File: src/rtl/mifd_defs.vh
// Field positions, class codes and timing counts for the instruction field decoder
`ifndef MIFD_DEFS_VH
`define MIFD_DEFS_VH
`define MIFD_WORD_W        14
`define MIFD_CLASS_HI      13
`define MIFD_CLASS_LO      12
`define MIFD_CLASS_BYTE    2'h0
`define MIFD_CLASS_BIT     2'h1
`define MIFD_CLASS_JUMP    2'h2
`define MIFD_CLASS_LIT     2'h3
`define MIFD_DEST_BIT      7
`define MIFD_FILE_HI       6
`define MIFD_BITSEL_HI     9
`define MIFD_BITSEL_LO     7
`define MIFD_BYTEOP_HI     11
`define MIFD_BYTEOP_LO     8
`define MIFD_LITOP_HI      11
`define MIFD_LITOP_LO      8
`define MIFD_JUMP_GOTO_BIT 11
`define MIFD_PHASES        4
`define MIFD_PHASE_LAST    2'h3
`define MIFD_PHASE_FIRST   2'h0
`define MIFD_RETLIT_TOP    4'hD
`define MIFD_OP_DECFSZ     4'hB
`define MIFD_OP_INCFSZ     4'hF
`define MIFD_WORD_RETURN   14'h0008
`define MIFD_WORD_RETFIE   14'h0009
`define MIFD_NOP_WORD      14'h0000
`endif

File: src/rtl/mifd_decoder.v
// Instruction field decoder and one- or two-cycle execution sequencer
// Notes on behaviour
// - Each instruction is one 14-bit word.
// - Byte op, destination clear: result to accumulator.
// - Byte op, destination set: result to file register.
// - Register address is 7 bits, 0 to 127.
// - Bit field picks one of eight bits.
// - Literal is 8 bits, jump target 11.
// - Normally one instruction cycle per instruction.
// - Taken test, jump or return: two cycles, second idles.
// - Instruction cycle is four oscillator periods.
// - Literal don't-care bits never change OPCODE_O; BIT_SEL_O and BIT_MASK_O follow them.
`timescale 1ns/100ps
`include "mifd_defs.vh"
module mifd_decoder (
    // Clock and reset
    input  wire        SYS_CLK_I,
    input  wire        ARST_N_I,
    // Program memory fetch
    input  wire [13:0] INSTR_WORD_I,
    output wire        FETCH_STROBE_O,
    // Datapath feedback
    input  wire        COND_TRUE_I,
    // Decoded fields
    output reg         EXEC_STROBE_O,
    output reg  [1:0]  INSTR_CLASS_O,
    output reg  [3:0]  OPCODE_O,
    output reg  [6:0]  FILE_ADDR_O,
    output reg  [2:0]  BIT_SEL_O,
    output reg  [7:0]  BIT_MASK_O,
    output reg  [7:0]  LITERAL_O,
    output reg  [10:0] JUMP_TARGET_O,
    output reg         WRITE_ACCUM_O,
    output reg         WRITE_FILE_O,
    output reg         PC_LOAD_O,
    output reg         NOP_CYCLE_O,
    output wire [1:0]  PHASE_O
);
    localparam ST_EXEC = 2'b01;
    localparam ST_IDLE = 2'b10;

    reg  [1:0]  phase;
    reg  [1:0]  state;
    reg  [1:0]  next_state;
    reg  [3:0]  next_opcode;
    reg         next_accum;
    reg         next_file;
    reg         next_pc;
    wire [13:0] word;
    wire        take;
    wire        run;
    wire        cycle_end;
    wire [1:0]  cls;

    function [7:0] onehot8;
        input [2:0] sel;
        begin
            onehot8 = 8'h01 << sel;
        end
    endfunction

    function is_cond_op;
        input [13:0] w;
        begin
            is_cond_op = 1'b0;
            if (w[13:12] == `MIFD_CLASS_BYTE) begin
                is_cond_op = (w[11:8] == `MIFD_OP_DECFSZ) || (w[11:8] == `MIFD_OP_INCFSZ);
            end else if (w[13:12] == `MIFD_CLASS_BIT) begin
                is_cond_op = w[11];
            end
        end
    endfunction

    function changes_pc;
        input [13:0] w;
        begin
            changes_pc = (w[13:12] == `MIFD_CLASS_JUMP)
                || (w[13:10] == `MIFD_RETLIT_TOP)
                || (w == `MIFD_WORD_RETURN) || (w == `MIFD_WORD_RETFIE);
        end
    endfunction

    // Bit-select field of a word
    function [2:0] bit_field;
        input [13:0] w;
        begin
            bit_field = w[`MIFD_BITSEL_HI:`MIFD_BITSEL_LO];
        end
    endfunction

    // Opcode with literal don't-care bits cleared
    function [3:0] fold_opcode;
        input [13:0] w;
        begin
            fold_opcode = w[`MIFD_BYTEOP_HI:`MIFD_BYTEOP_LO];
            if (w[13:12] == `MIFD_CLASS_JUMP) begin
                fold_opcode = {3'h0, w[`MIFD_JUMP_GOTO_BIT]};
            end else if (w[13:12] == `MIFD_CLASS_LIT) begin
                if (w[11:10] == 2'h0 || w[11:10] == 2'h1) begin
                    fold_opcode = {w[11:10], 2'h0};
                end else if (w[11:9] == 3'h7 || w[11:9] == 3'h6) begin
                    fold_opcode = {w[11:9], 1'b0};
                end
            end
        end
    endfunction

    // Result goes to the accumulator
    function wants_accum;
        input [13:0] w;
        begin
            case (w[13:12])
                `MIFD_CLASS_BYTE: wants_accum = ~w[`MIFD_DEST_BIT];
                `MIFD_CLASS_LIT:  wants_accum = 1'b1;
                default:          wants_accum = 1'b0;
            endcase
        end
    endfunction

    // Result goes to the file register
    function wants_file;
        input [13:0] w;
        begin
            case (w[13:12])
                `MIFD_CLASS_BYTE: wants_file = w[`MIFD_DEST_BIT];
                `MIFD_CLASS_BIT:  wants_file = ~w[11];
                default:          wants_file = 1'b0;
            endcase
        end
    endfunction

    assign take = (phase == `MIFD_PHASE_FIRST);
    assign run  = take && (state == ST_EXEC);
    assign cycle_end = (phase == `MIFD_PHASE_LAST);
    assign FETCH_STROBE_O = cycle_end;
    assign PHASE_O = phase;
    assign cls = word[`MIFD_CLASS_HI:`MIFD_CLASS_LO];

    mifd_word_reg u_word (
        .clk_i    (SYS_CLK_I),
        .arst_n_i (ARST_N_I),
        .load_i   (cycle_end),
        .word_i   (INSTR_WORD_I),
        .word_o   (word)
    );

    always @(posedge SYS_CLK_I or negedge ARST_N_I) begin
        if (!ARST_N_I) begin
            phase <= 2'h0;
        end else begin
            phase <= phase + 2'h1;
        end
    end

    always @* begin
        next_state = state;
        case (state)
            ST_EXEC: begin
                if (cycle_end && (changes_pc(word) || (is_cond_op(word) && COND_TRUE_I))) begin
                    next_state = ST_IDLE;
                end
            end
            ST_IDLE: begin
                if (cycle_end) begin
                    next_state = ST_EXEC;
                end
            end
            default: begin
                next_state = ST_EXEC;
            end
        endcase
    end

    always @(posedge SYS_CLK_I or negedge ARST_N_I) begin
        if (!ARST_N_I) begin
            state <= ST_IDLE;
        end else begin
            state <= next_state;
        end
    end

    // Decoded values for the coming instruction cycle
    always @* begin
        next_opcode = fold_opcode(word);
        next_accum  = run && wants_accum(word);
        next_file   = run && wants_file(word);
        next_pc     = run && changes_pc(word);
    end

    // Execute strobe
    always @(posedge SYS_CLK_I or negedge ARST_N_I) begin
        if (!ARST_N_I) begin
            EXEC_STROBE_O <= 1'b0;
        end else begin
            EXEC_STROBE_O <= run;
        end
    end

    // Idle second cycle flag
    always @(posedge SYS_CLK_I or negedge ARST_N_I) begin
        if (!ARST_N_I) begin
            NOP_CYCLE_O <= 1'b1;
        end else if (take) begin
            NOP_CYCLE_O <= (state == ST_IDLE);
        end
    end

    // Instruction class
    always @(posedge SYS_CLK_I or negedge ARST_N_I) begin
        if (!ARST_N_I) begin
            INSTR_CLASS_O <= 2'h0;
        end else if (take) begin
            INSTR_CLASS_O <= cls;
        end
    end

    // Opcode
    always @(posedge SYS_CLK_I or negedge ARST_N_I) begin
        if (!ARST_N_I) begin
            OPCODE_O <= 4'h0;
        end else if (take) begin
            OPCODE_O <= next_opcode;
        end
    end

    // File register address
    always @(posedge SYS_CLK_I or negedge ARST_N_I) begin
        if (!ARST_N_I) begin
            FILE_ADDR_O <= 7'h00;
        end else if (take) begin
            FILE_ADDR_O <= word[`MIFD_FILE_HI:0];
        end
    end

    // Bit select
    always @(posedge SYS_CLK_I or negedge ARST_N_I) begin
        if (!ARST_N_I) begin
            BIT_SEL_O <= 3'h0;
        end else if (take) begin
            BIT_SEL_O <= bit_field(word);
        end
    end

    // Bit mask
    always @(posedge SYS_CLK_I or negedge ARST_N_I) begin
        if (!ARST_N_I) begin
            BIT_MASK_O <= 8'h00;
        end else if (take) begin
            BIT_MASK_O <= onehot8(bit_field(word));
        end
    end

    // Literal
    always @(posedge SYS_CLK_I or negedge ARST_N_I) begin
        if (!ARST_N_I) begin
            LITERAL_O <= 8'h00;
        end else if (take) begin
            LITERAL_O <= word[7:0];
        end
    end

    // Jump target
    always @(posedge SYS_CLK_I or negedge ARST_N_I) begin
        if (!ARST_N_I) begin
            JUMP_TARGET_O <= 11'h000;
        end else if (take) begin
            JUMP_TARGET_O <= word[10:0];
        end
    end

    // Accumulator write pulse
    always @(posedge SYS_CLK_I or negedge ARST_N_I) begin
        if (!ARST_N_I) begin
            WRITE_ACCUM_O <= 1'b0;
        end else begin
            WRITE_ACCUM_O <= next_accum;
        end
    end

    // File write pulse
    always @(posedge SYS_CLK_I or negedge ARST_N_I) begin
        if (!ARST_N_I) begin
            WRITE_FILE_O <= 1'b0;
        end else begin
            WRITE_FILE_O <= next_file;
        end
    end

    // Program counter load pulse
    always @(posedge SYS_CLK_I or negedge ARST_N_I) begin
        if (!ARST_N_I) begin
            PC_LOAD_O <= 1'b0;
        end else begin
            PC_LOAD_O <= next_pc;
        end
    end
endmodule // mifd_decoder

File: src/rtl/mifd_word_reg.v
// Instruction word holding register with registered read data
`timescale 1ns/100ps
module mifd_word_reg (
    // Clock and reset
    input  wire        clk_i,
    input  wire        arst_n_i,
    // Write side
    input  wire        load_i,
    input  wire [13:0] word_i,
    // Read side
    output reg  [13:0] word_o
);
    always @(posedge clk_i or negedge arst_n_i) begin
        if (!arst_n_i) begin
            word_o <= 14'h0000;
        end else if (load_i) begin
            word_o <= word_i;
        end
    end
endmodule // mifd_word_reg

File: config.mk
export PLATFORM = sky130hd
export DESIGN_NAME = mifd_decoder
export DESIGN_NICKNAME = d
export VERILOG_FILES = /design/src/rtl/mifd_decoder.v /design/src/rtl/mifd_word_reg.v
export VERILOG_INCLUDE_DIRS = /design/src /design/src/rtl
export SDC_FILE = /design/constraint.sdc
export NUM_CORES = 1
export LEC_CHECK = 0
export BUFFER_PORTS_ARGS = -buffer_cell sky130_fd_sc_hd__buf_2
export CORE_UTILIZATION = 45
export CTS_CLUSTER_DIAMETER = 60
export DETAILED_ROUTE_END_ITERATION = 12
export PLACE_DENSITY = 0.83
export REMOVE_ABC_BUFFERS = 1
export SYNTH_ARGS = -nofsm -noshare
export SYNTH_HDL_FRONTEND = slang
export SYNTH_SLANG_ARGS = --single-unit
File: constraint.sdc
create_clock -name SYS_CLK_I -period 1.45 [get_ports SYS_CLK_I]
set_clock_uncertainty 0.1 [all_clocks]
set_input_delay 0.435 -clock SYS_CLK_I [delete_from_list [all_inputs] [get_ports SYS_CLK_I]]
set_output_delay 0.435 -clock SYS_CLK_I [all_outputs]
set_load 0.05 [all_outputs]
==> out/qor.csv, run 1 <==
stage,metric,value,unit
detailed_routing,wl_per_cell,15.0,microns
floorplanning,die_h,70.9,microns
floorplanning,std_cell_rows,24,
detailed_routing,drt_pre_antenna_iters,10,
detailed_routing,antenna_violating_nets_post_route,0,
clock_tree,numCtsBuffers,5,
logic_synthesis,postSynth.topFlopCell,sky130_fd_sc_hd__dfrtp_1,
setup_path,crit_path_max_fanout,3,
run_status,violations,"design-rule violations, negative setup slack",
sta,rsz0062_at_grt,true,
place,placed_cells,286,
detailed_routing,number_of_remaining_drc_errors,4,
place,globalplace.congestion,0.792,
sta,timing.final.crit_share,110,%
clock_tree,cts_num_sinks,48,
sta,slew_violations,0,
hold_path,min_path_type,input pin to flop,
sta,timing_worst_slew_pin_value,0.350,ns
logic_synthesis,synth-async-reset-ratio,100,%
clock_tree,clkSlewWorstSetupHoldPaths,0.08,ns
cells_and_area,areaGrowthSynthToFinish,42.7,%
clock_tree,cts-root-to-sink-buffers,2,
sta,setup_viol,18,
setup_path,setup_cp_type,flop to output pin,
floorplanning,core_area,0.00444,sq mm
sta,finalCriticalPeriod,1.60,ns
clock_tree,worstSkewPairLatency,0.30,ns
pwr,power.density_cell_area,985,mW/mm^2
clock_tree,clockRootBuffer,sky130_fd_sc_hd__clkbuf_8,
place,placement.setup.worst_slack,-0.101,ns
logic_synthesis,ys.warnings.count,0,
cells_and_area,post_route_cells_drive_above_1_share,57.6,%
place,dpl-instance-area,0.00247,sq mm
logic_synthesis,yosys.cell_types.count,29,
sta,finalHoldViolations,0,
setup_path,setup.worst_path.start_class,flop,
place,hpwlAfterDp,3.00,mm
floorplanning,die-area,0.00502,sq mm
cells_and_area,final_common_cell,sky130_fd_sc_hd__dfrtp_1,
pwr,power_leakage,1.42,nW
detailed_routing,drt-vias-per-instance,5.10,
logic_synthesis,synthesis.instances,180,
setup_path,critPathCaptureType,output pin,
logic_synthesis,flop_and_latch_count_out_of_synthesis,48,
place,numPortBuffers,67,
setup_path,cp.arrival,1.07,ns
pwr,largest_voltage_drop_on_the_vdd_net,0.498,mV
global_route,antenna_found_initial,0,
logic_synthesis,synthesis.area,0.00213,sq mm
run,timing.max_cap.violations,0,
setup_path,cp.required,0.92,ns
detailed_routing,first_iter_violations,74,
cells_and_area,instances_no_fill,302,
cells_and_area,most-common-layout-cells,"sky130_fd_sc_hd__dfrtp_1, sky130_fd_sc_hd__buf_6, sky130_fd_sc_hd__buf_4, sky130_fd_sc_hd__mux2_2",
floorplanning,die_width,70.9,microns
global_route,first_global_vias,1541,
global_route,grtUsageTotal,18.9,%
global_route,grt.overflow.total,0,
clock_tree,htree_levels,2,
cells_and_area,final_core_util,68.6,%
cells_and_area,number_of_nets_in_the_layout,272,
floorplanning,pin_count,68,
sta,worst_slew_margin_rel,76.7,%
global_route,maximum_number_of_pins_on_one_net_before_global_route_repair,24,
logic_synthesis,post_synthesis_area_per_instance,11.9,sq um
global_route,grt_pass1_wl,7.22,mm
detailed_routing,postRouteWirelength,4.54,mm
cells_and_area,final_design_instance_area_without_fill,0.00305,sq mm
run_status,run_status,"finished, violations left",
sta,timing.final.ws_setup,-0.151,ns
logic_synthesis,synth_edf_count,0,
clock_tree,tritoncts_clock_tree,done,
floorplanning,initial_utilization,48.0,%
detailed_routing,vias,1541,
logic_synthesis,ys_seq_area_share,56.4,%
sta,max_freq,625,MHz
cells_and_area,diodes,0,
Yosys cell counts (2+ instances only):
master	count	area, sq um
sky130_fd_sc_hd__dfrtp_1	46	1150
sky130_fd_sc_hd__dfstp_2	2	52.6
sky130_fd_sc_hd__buf_2	3	15.0
sky130_fd_sc_hd__o22ai_1	7	43.8
sky130_fd_sc_hd__nand2b_1	2	12.5
sky130_fd_sc_hd__nor2_1	4	15.0
sky130_fd_sc_hd__buf_4	20	150
sky130_fd_sc_hd__o21ai_0	9	45.0
sky130_fd_sc_hd__o32ai_1	3	26.3
sky130_fd_sc_hd__buf_6	2	22.5
sky130_fd_sc_hd__ha_1	6	75.1
sky130_fd_sc_hd__mux2_2	22	248
sky130_fd_sc_hd__a21oi_1	3	15.0
sky130_fd_sc_hd__nor2b_1	3	18.8
sky130_fd_sc_hd__nand2_1	13	48.8
sky130_fd_sc_hd__inv_1	21	78.8
sky130_fd_sc_hd__a22oi_1	2	15.0
sequential cells by signal (all words and copies together), names as in the netlist, 2 cells and up:
name and cells:
BIT_MASK_O 8, JUMP_TARGET_O 2, INSTR_CLASS_O 2, u_word.word_o 14
PHASE_O 2, state 2, OPCODE_O 4, FILE_ADDR_O 6
BIT_SEL_O 2
area by class of cell:
class	instances	area (sq um)
Timing Repair Buffer	88	826
Clock buffer	6	72.6
Inverter	21	81.3
Fill cell	315	1400
Tap cell	52	65.1
Clock inverter	2	35.0
Multi-Input combinational cell	85	754
Sequential cell	48	1210
critical path: stages (launching register included):
cell and delay (ns):
sky130_fd_sc_hd__dfrtp_1 0.41, sky130_fd_sc_hd__ha_2 0.20, sky130_fd_sc_hd__buf_6 0.15
kinds of logic after synthesis:
logic type               synth area share (%)
adder cells (fa/ha/maj)                  3.52
AO/OA/AOI/OAI                            8.67
multiplexers                             11.6
AND/OR/NAND/NOR                          7.15
buffers and inverters                    12.7
flip-flops                               56.4
stage by stage:
stage | total power, W | setup TNS (ns) | hold slack [ns]
detailed placement | 0.00198 | -0.204 | 0.238
CTS | 0.00299 | -1.29 | 0.251
floorplan | 0.00181 | -34.24 | 0.0394
global placement | 0.00197 | 0 | 0.229
finish | 0.00300 | -0.780 | 0.251
global route | 0.00312 | -2.66 | 0.253
timing repair:
item                       in CTS  in global routing
pin swaps                       5                  9
gates cloned                    1                  1
hold buffers                    1                  0
hold endpoints to repair        7                  0
setup buffers                   1                  5
gates resized for setup        81                 38
setup endpoints to repair      51                 69
worst paths after layout:
path                               endpoint  cells past startpoint        startpoint  slack, ns
setup / recovery             FETCH_STROBE_O                      2        PHASE_O[0]      -0.15
hold / removal             u_word.word_o[7]                      3   INSTR_WORD_I[7]       0.25
setup reg to reg             FILE_ADDR_O[5]                      4        PHASE_O[0]      -0.07
hold reg to reg            INSTR_CLASS_O[1]                      1  INSTR_CLASS_O[1]       0.41
max in group asynchronous      LITERAL_O[6]                      3          ARST_N_I       0.36
min in group asynchronous     BIT_MASK_O[3]                      2          ARST_N_I       0.45
power breakdown:
| group | total (W) | switching [W] | internal, W |
|---|---|---|---|
| Clock | 0.000935 | 0.000423 | 0.000512 |
| Combinational | 0.000591 | 0.000374 | 0.000217 |
| Sequential | 0.00147 | 0.0000658 | 0.00141 |
| Total | 0.00300 | 0.000863 | 0.00214 |
layer usage:
layer	share of wire [%]	vias to the layer above	wire, microns	global-route usage (%)
met3	6.0	6	274	4.99
met4	0.99	0	45	5.33
met5	0	-	0	0
met2	51	60	2330	33.1
met1	42	749	1890	23.1
li1	-	726	-	-
No activity file was read; power rests on OpenSTA's default activity.
==> run 2: changes to the inputs <==
CORE_MARGIN = 10   (was not set)
==> out/qor.csv, run 2 (synthesized netlist as in run 1, its figures left out) <==
stage,metric,value,unit,change
pwr,combinational_share_of_power,19.2,%,-0.5 points
cells_and_area,final_design_instance_area_without_fill,0.00303,sq mm,-0.62%
sta,setup_viol,15,,-3
clock_tree,clockRootBuffer,sky130_fd_sc_hd__clkbuf_8,,
sta,worst_slew_margin_rel,74.5,%,-2.2 points
global_route,antenna_found_initial,0,,unchanged
setup_path,setup.worst_path.start_class,flop,,
pwr,largest_voltage_drop_on_the_vdd_net,0.525,mV,+5.4%
cells_and_area,largest_register,u_word.word_o,,
sta,finalCriticalPeriod,1.60,ns,-0.00507 ns
detailed_routing,first_iter_violations,135,,+82%
floorplanning,std_cell_rows,24,,unchanged
detailed_routing,postRouteWirelength,5.14,mm,+13%
place,globalplace.congestion,0.813,,+2.7%
sta,rsz0062_at_grt,true,,
floorplanning,die-area,0.00790,sq mm,+57%
setup_path,cp.arrival,1.06,ns,about the same
run,timing.max_cap.violations,0,,unchanged
floorplanning,core_area,0.00447,sq mm,+0.68%
clock_tree,numCtsBuffers,5,,unchanged
sta,timing.final.ws_setup,-0.146,ns,+0.00507 ns
sta,max_freq,627,MHz,+0.32%
detailed_routing,wl_per_cell,17.1,microns,+14%
detailed_routing,drt-vias-per-instance,5.11,,+0.14%
place,hpwlAfterDp,3.64,mm,+21%
cells_and_area,filler_cell_count,324,,+2.9%
cells_and_area,post_route_cells_drive_above_1_share,55.4,%,-2.2 points
clock_tree,cts-root-to-sink-buffers,2,,unchanged
setup_path,setup_slack_on_the_worst_flop_to_flop_path,-0.08,ns,about the same
setup_path,setup_cp_type,flop to output pin,,
place,numPortBuffers,67,,unchanged
floorplanning,pin_count,68,,unchanged
hold_path,min_path_type,input pin to flop,,
clock_tree,htree_levels,2,,unchanged
detailed_routing,vias,1538,,-0.19%
run_status,run_status,"finished, violations left",,
cells_and_area,areaGrowthSynthToFinish,41.9,%,
cells_and_area,multi_input_area,733,sq um,-2.8%
cells_and_area,diodes,0,,unchanged
detailed_routing,number_of_remaining_drc_errors,0,,-4
cells_and_area,number_of_nets_in_the_layout,271,,-0.37%
clock_tree,clkSlewWorstSetupHoldPaths,0.09,ns,about the same
cells_and_area,most-common-layout-cells,"sky130_fd_sc_hd__dfrtp_1, sky130_fd_sc_hd__buf_6, sky130_fd_sc_hd__buf_4, sky130_fd_sc_hd__mux2_2, sky130_fd_sc_hd__inv_1",,
sta,slew_violations,0,,unchanged
pwr,p_total,0.00312,W,+3.9%
cells_and_area,layout.area.seq,0.00121,sq mm,-0.21%
detailed_routing,antenna_violating_nets_post_route,0,,unchanged
cells_and_area,largest_register_ffs,14,,unchanged
pwr,power_report.internal_total,0.00224,W,+4.8%
clock_tree,worstSkewPairLatency,0.30,ns,about the same
sta,hold_ws,0.242,ns,-0.00903 ns
cells_and_area,final_common_cell,sky130_fd_sc_hd__dfrtp_1,,
cells_and_area,final_core_util,67.7,%,-0.88 points
detailed_routing,drt_pre_antenna_iters,4,,-6
global_route,grt.overflow.total,0,,unchanged
place,dpl-instance-area,0.00247,sq mm,unchanged
pwr,clockPowerShare,33.4,%,+2.2 points
global_route,first_global_vias,1600,,+3.8%
run_status,violations,negative setup slack,,
setup_path,critPathCaptureType,output pin,,
floorplanning,die_h,88.9,microns,+25%
global_route,grtUsageTotal,13.2,%,-5.7 points
setup_path,cp.required,0.92,ns,about the same
global_route,grt_pass1_wl,8.07,mm,+12%
sta,finalHoldViolations,0,,unchanged
pwr,power.density_cell_area,1030,mW/mm^2,+4.5%
sta,setup_total_negative_slack,-0.709,ns,+0.0713 ns
sta,timing.final.crit_share,110,%,-0.35 points
pwr,seq_power_share,47.3,%,-1.8 points
floorplanning,initial_utilization,47.7,%,-0.32 points
floorplanning,die_width,88.9,microns,+25%
clock_tree,cts_num_sinks,48,,unchanged
global_route,maximum_number_of_pins_on_one_net_before_global_route_repair,25,,+4.2%
setup_path,crit_path_max_fanout,3,,unchanged
sta,timing_worst_slew_pin_value,0.383,ns,+0.0330 ns
pwr,switching_share,28.1,%,-0.63 points
cells_and_area,reg_top3,"u_word.word_o x14, BIT_MASK_O x8, FILE_ADDR_O x6",,
pwr,power.net_switching,0.000877,W,+1.6%
pwr,power_leakage,1.42,nW,about the same
clock_tree,tritoncts_clock_tree,done,,
-- run 2: cell types whose count changed in the layout (fill, tap and decap cells not counted), sizes merged --
cell	previous run	this run
clkinv	1	0
-- run 2: final cells by class --
cell class | instances | share of cell area [%]
multi-input cells | 85 | 24.2
inverters | 21 | 2.60
clock buffers | 7 | 3.18
flip-flops and latches | 48 | 40.0
clock inverters | 1 | 0.992
repair buffers | 87 | 26.9
well taps | 52 | 2.15
-- run 2: per-stage QoR --
step	cells	setup WS [ns]
floorplan	154	-0.752
global placement	286	0.0133
detailed placement	286	-0.0881
CTS	297	-0.168
global route	301	-0.192
finish	301	-0.146
-- run 2: critical path, cell delays in order, from the launching register on --
cell and delay [ns]:
sky130_fd_sc_hd__dfrtp_1 0.43, sky130_fd_sc_hd__ha_4 0.19, sky130_fd_sc_hd__buf_6 0.15
-- run 2: what timing repair did --
| item | in CTS | in global routing |
|---|---|---|
| setup endpoints to repair | 55 | 60 |
| pin swaps | 5 | 4 |
| resized for setup | 67 | 47 |
| buffers inserted | 1 | 4 |
| hold buffers | 1 | 0 |
| endpoints found under the hold margin | 11 | 0 |
| gates cloned | 1 | 0 |
-- run 2: path summary, 6_finish.rpt --
kind / from / to / cells past startpoint
max reg2reg: PHASE_O[0] / BIT_MASK_O[6] / 4
max in group asynchronous: ARST_N_I / FILE_ADDR_O[1] / 3
min: INSTR_WORD_I[7] / u_word.word_o[7] / 3
min in group asynchronous: ARST_N_I / OPCODE_O[0] / 2
max: PHASE_O[1] / FETCH_STROBE_O / 2
min reg2reg: u_word.word_o[0] / u_word.word_o[0] / 1
-- run 2: layer usage --
| metal | track usage (%) | vias to the layer above | part of all wire [%] |
|---|---|---|---|
| li1 | - | 717 | - |
| met2 | 21.7 | 51 | 50 |
| met1 | 15.6 | 765 | 40 |
| met3 | 5.61 | 5 | 8.7 |
| met4 | 3.08 | 0 | 0.78 |
| met5 | 0 | - | 0 |
-- run 2: power by group through the flow --
stage / sequential [W] / clock [W] / combinational (W)
2_1_floorplan: 0.00173 / 0 / 0.0000800
4_1_cts: 0.00147 / 0.00105 / 0.000560
6_report: 0.00148 / 0.00104 / 0.000599
3_5_place_dp: 0.00148 / 0 / 0.000506
5_1_grt: 0.00149 / 0.00112 / 0.000633
3_3_place_gp: 0.00148 / 0 / 0.000501
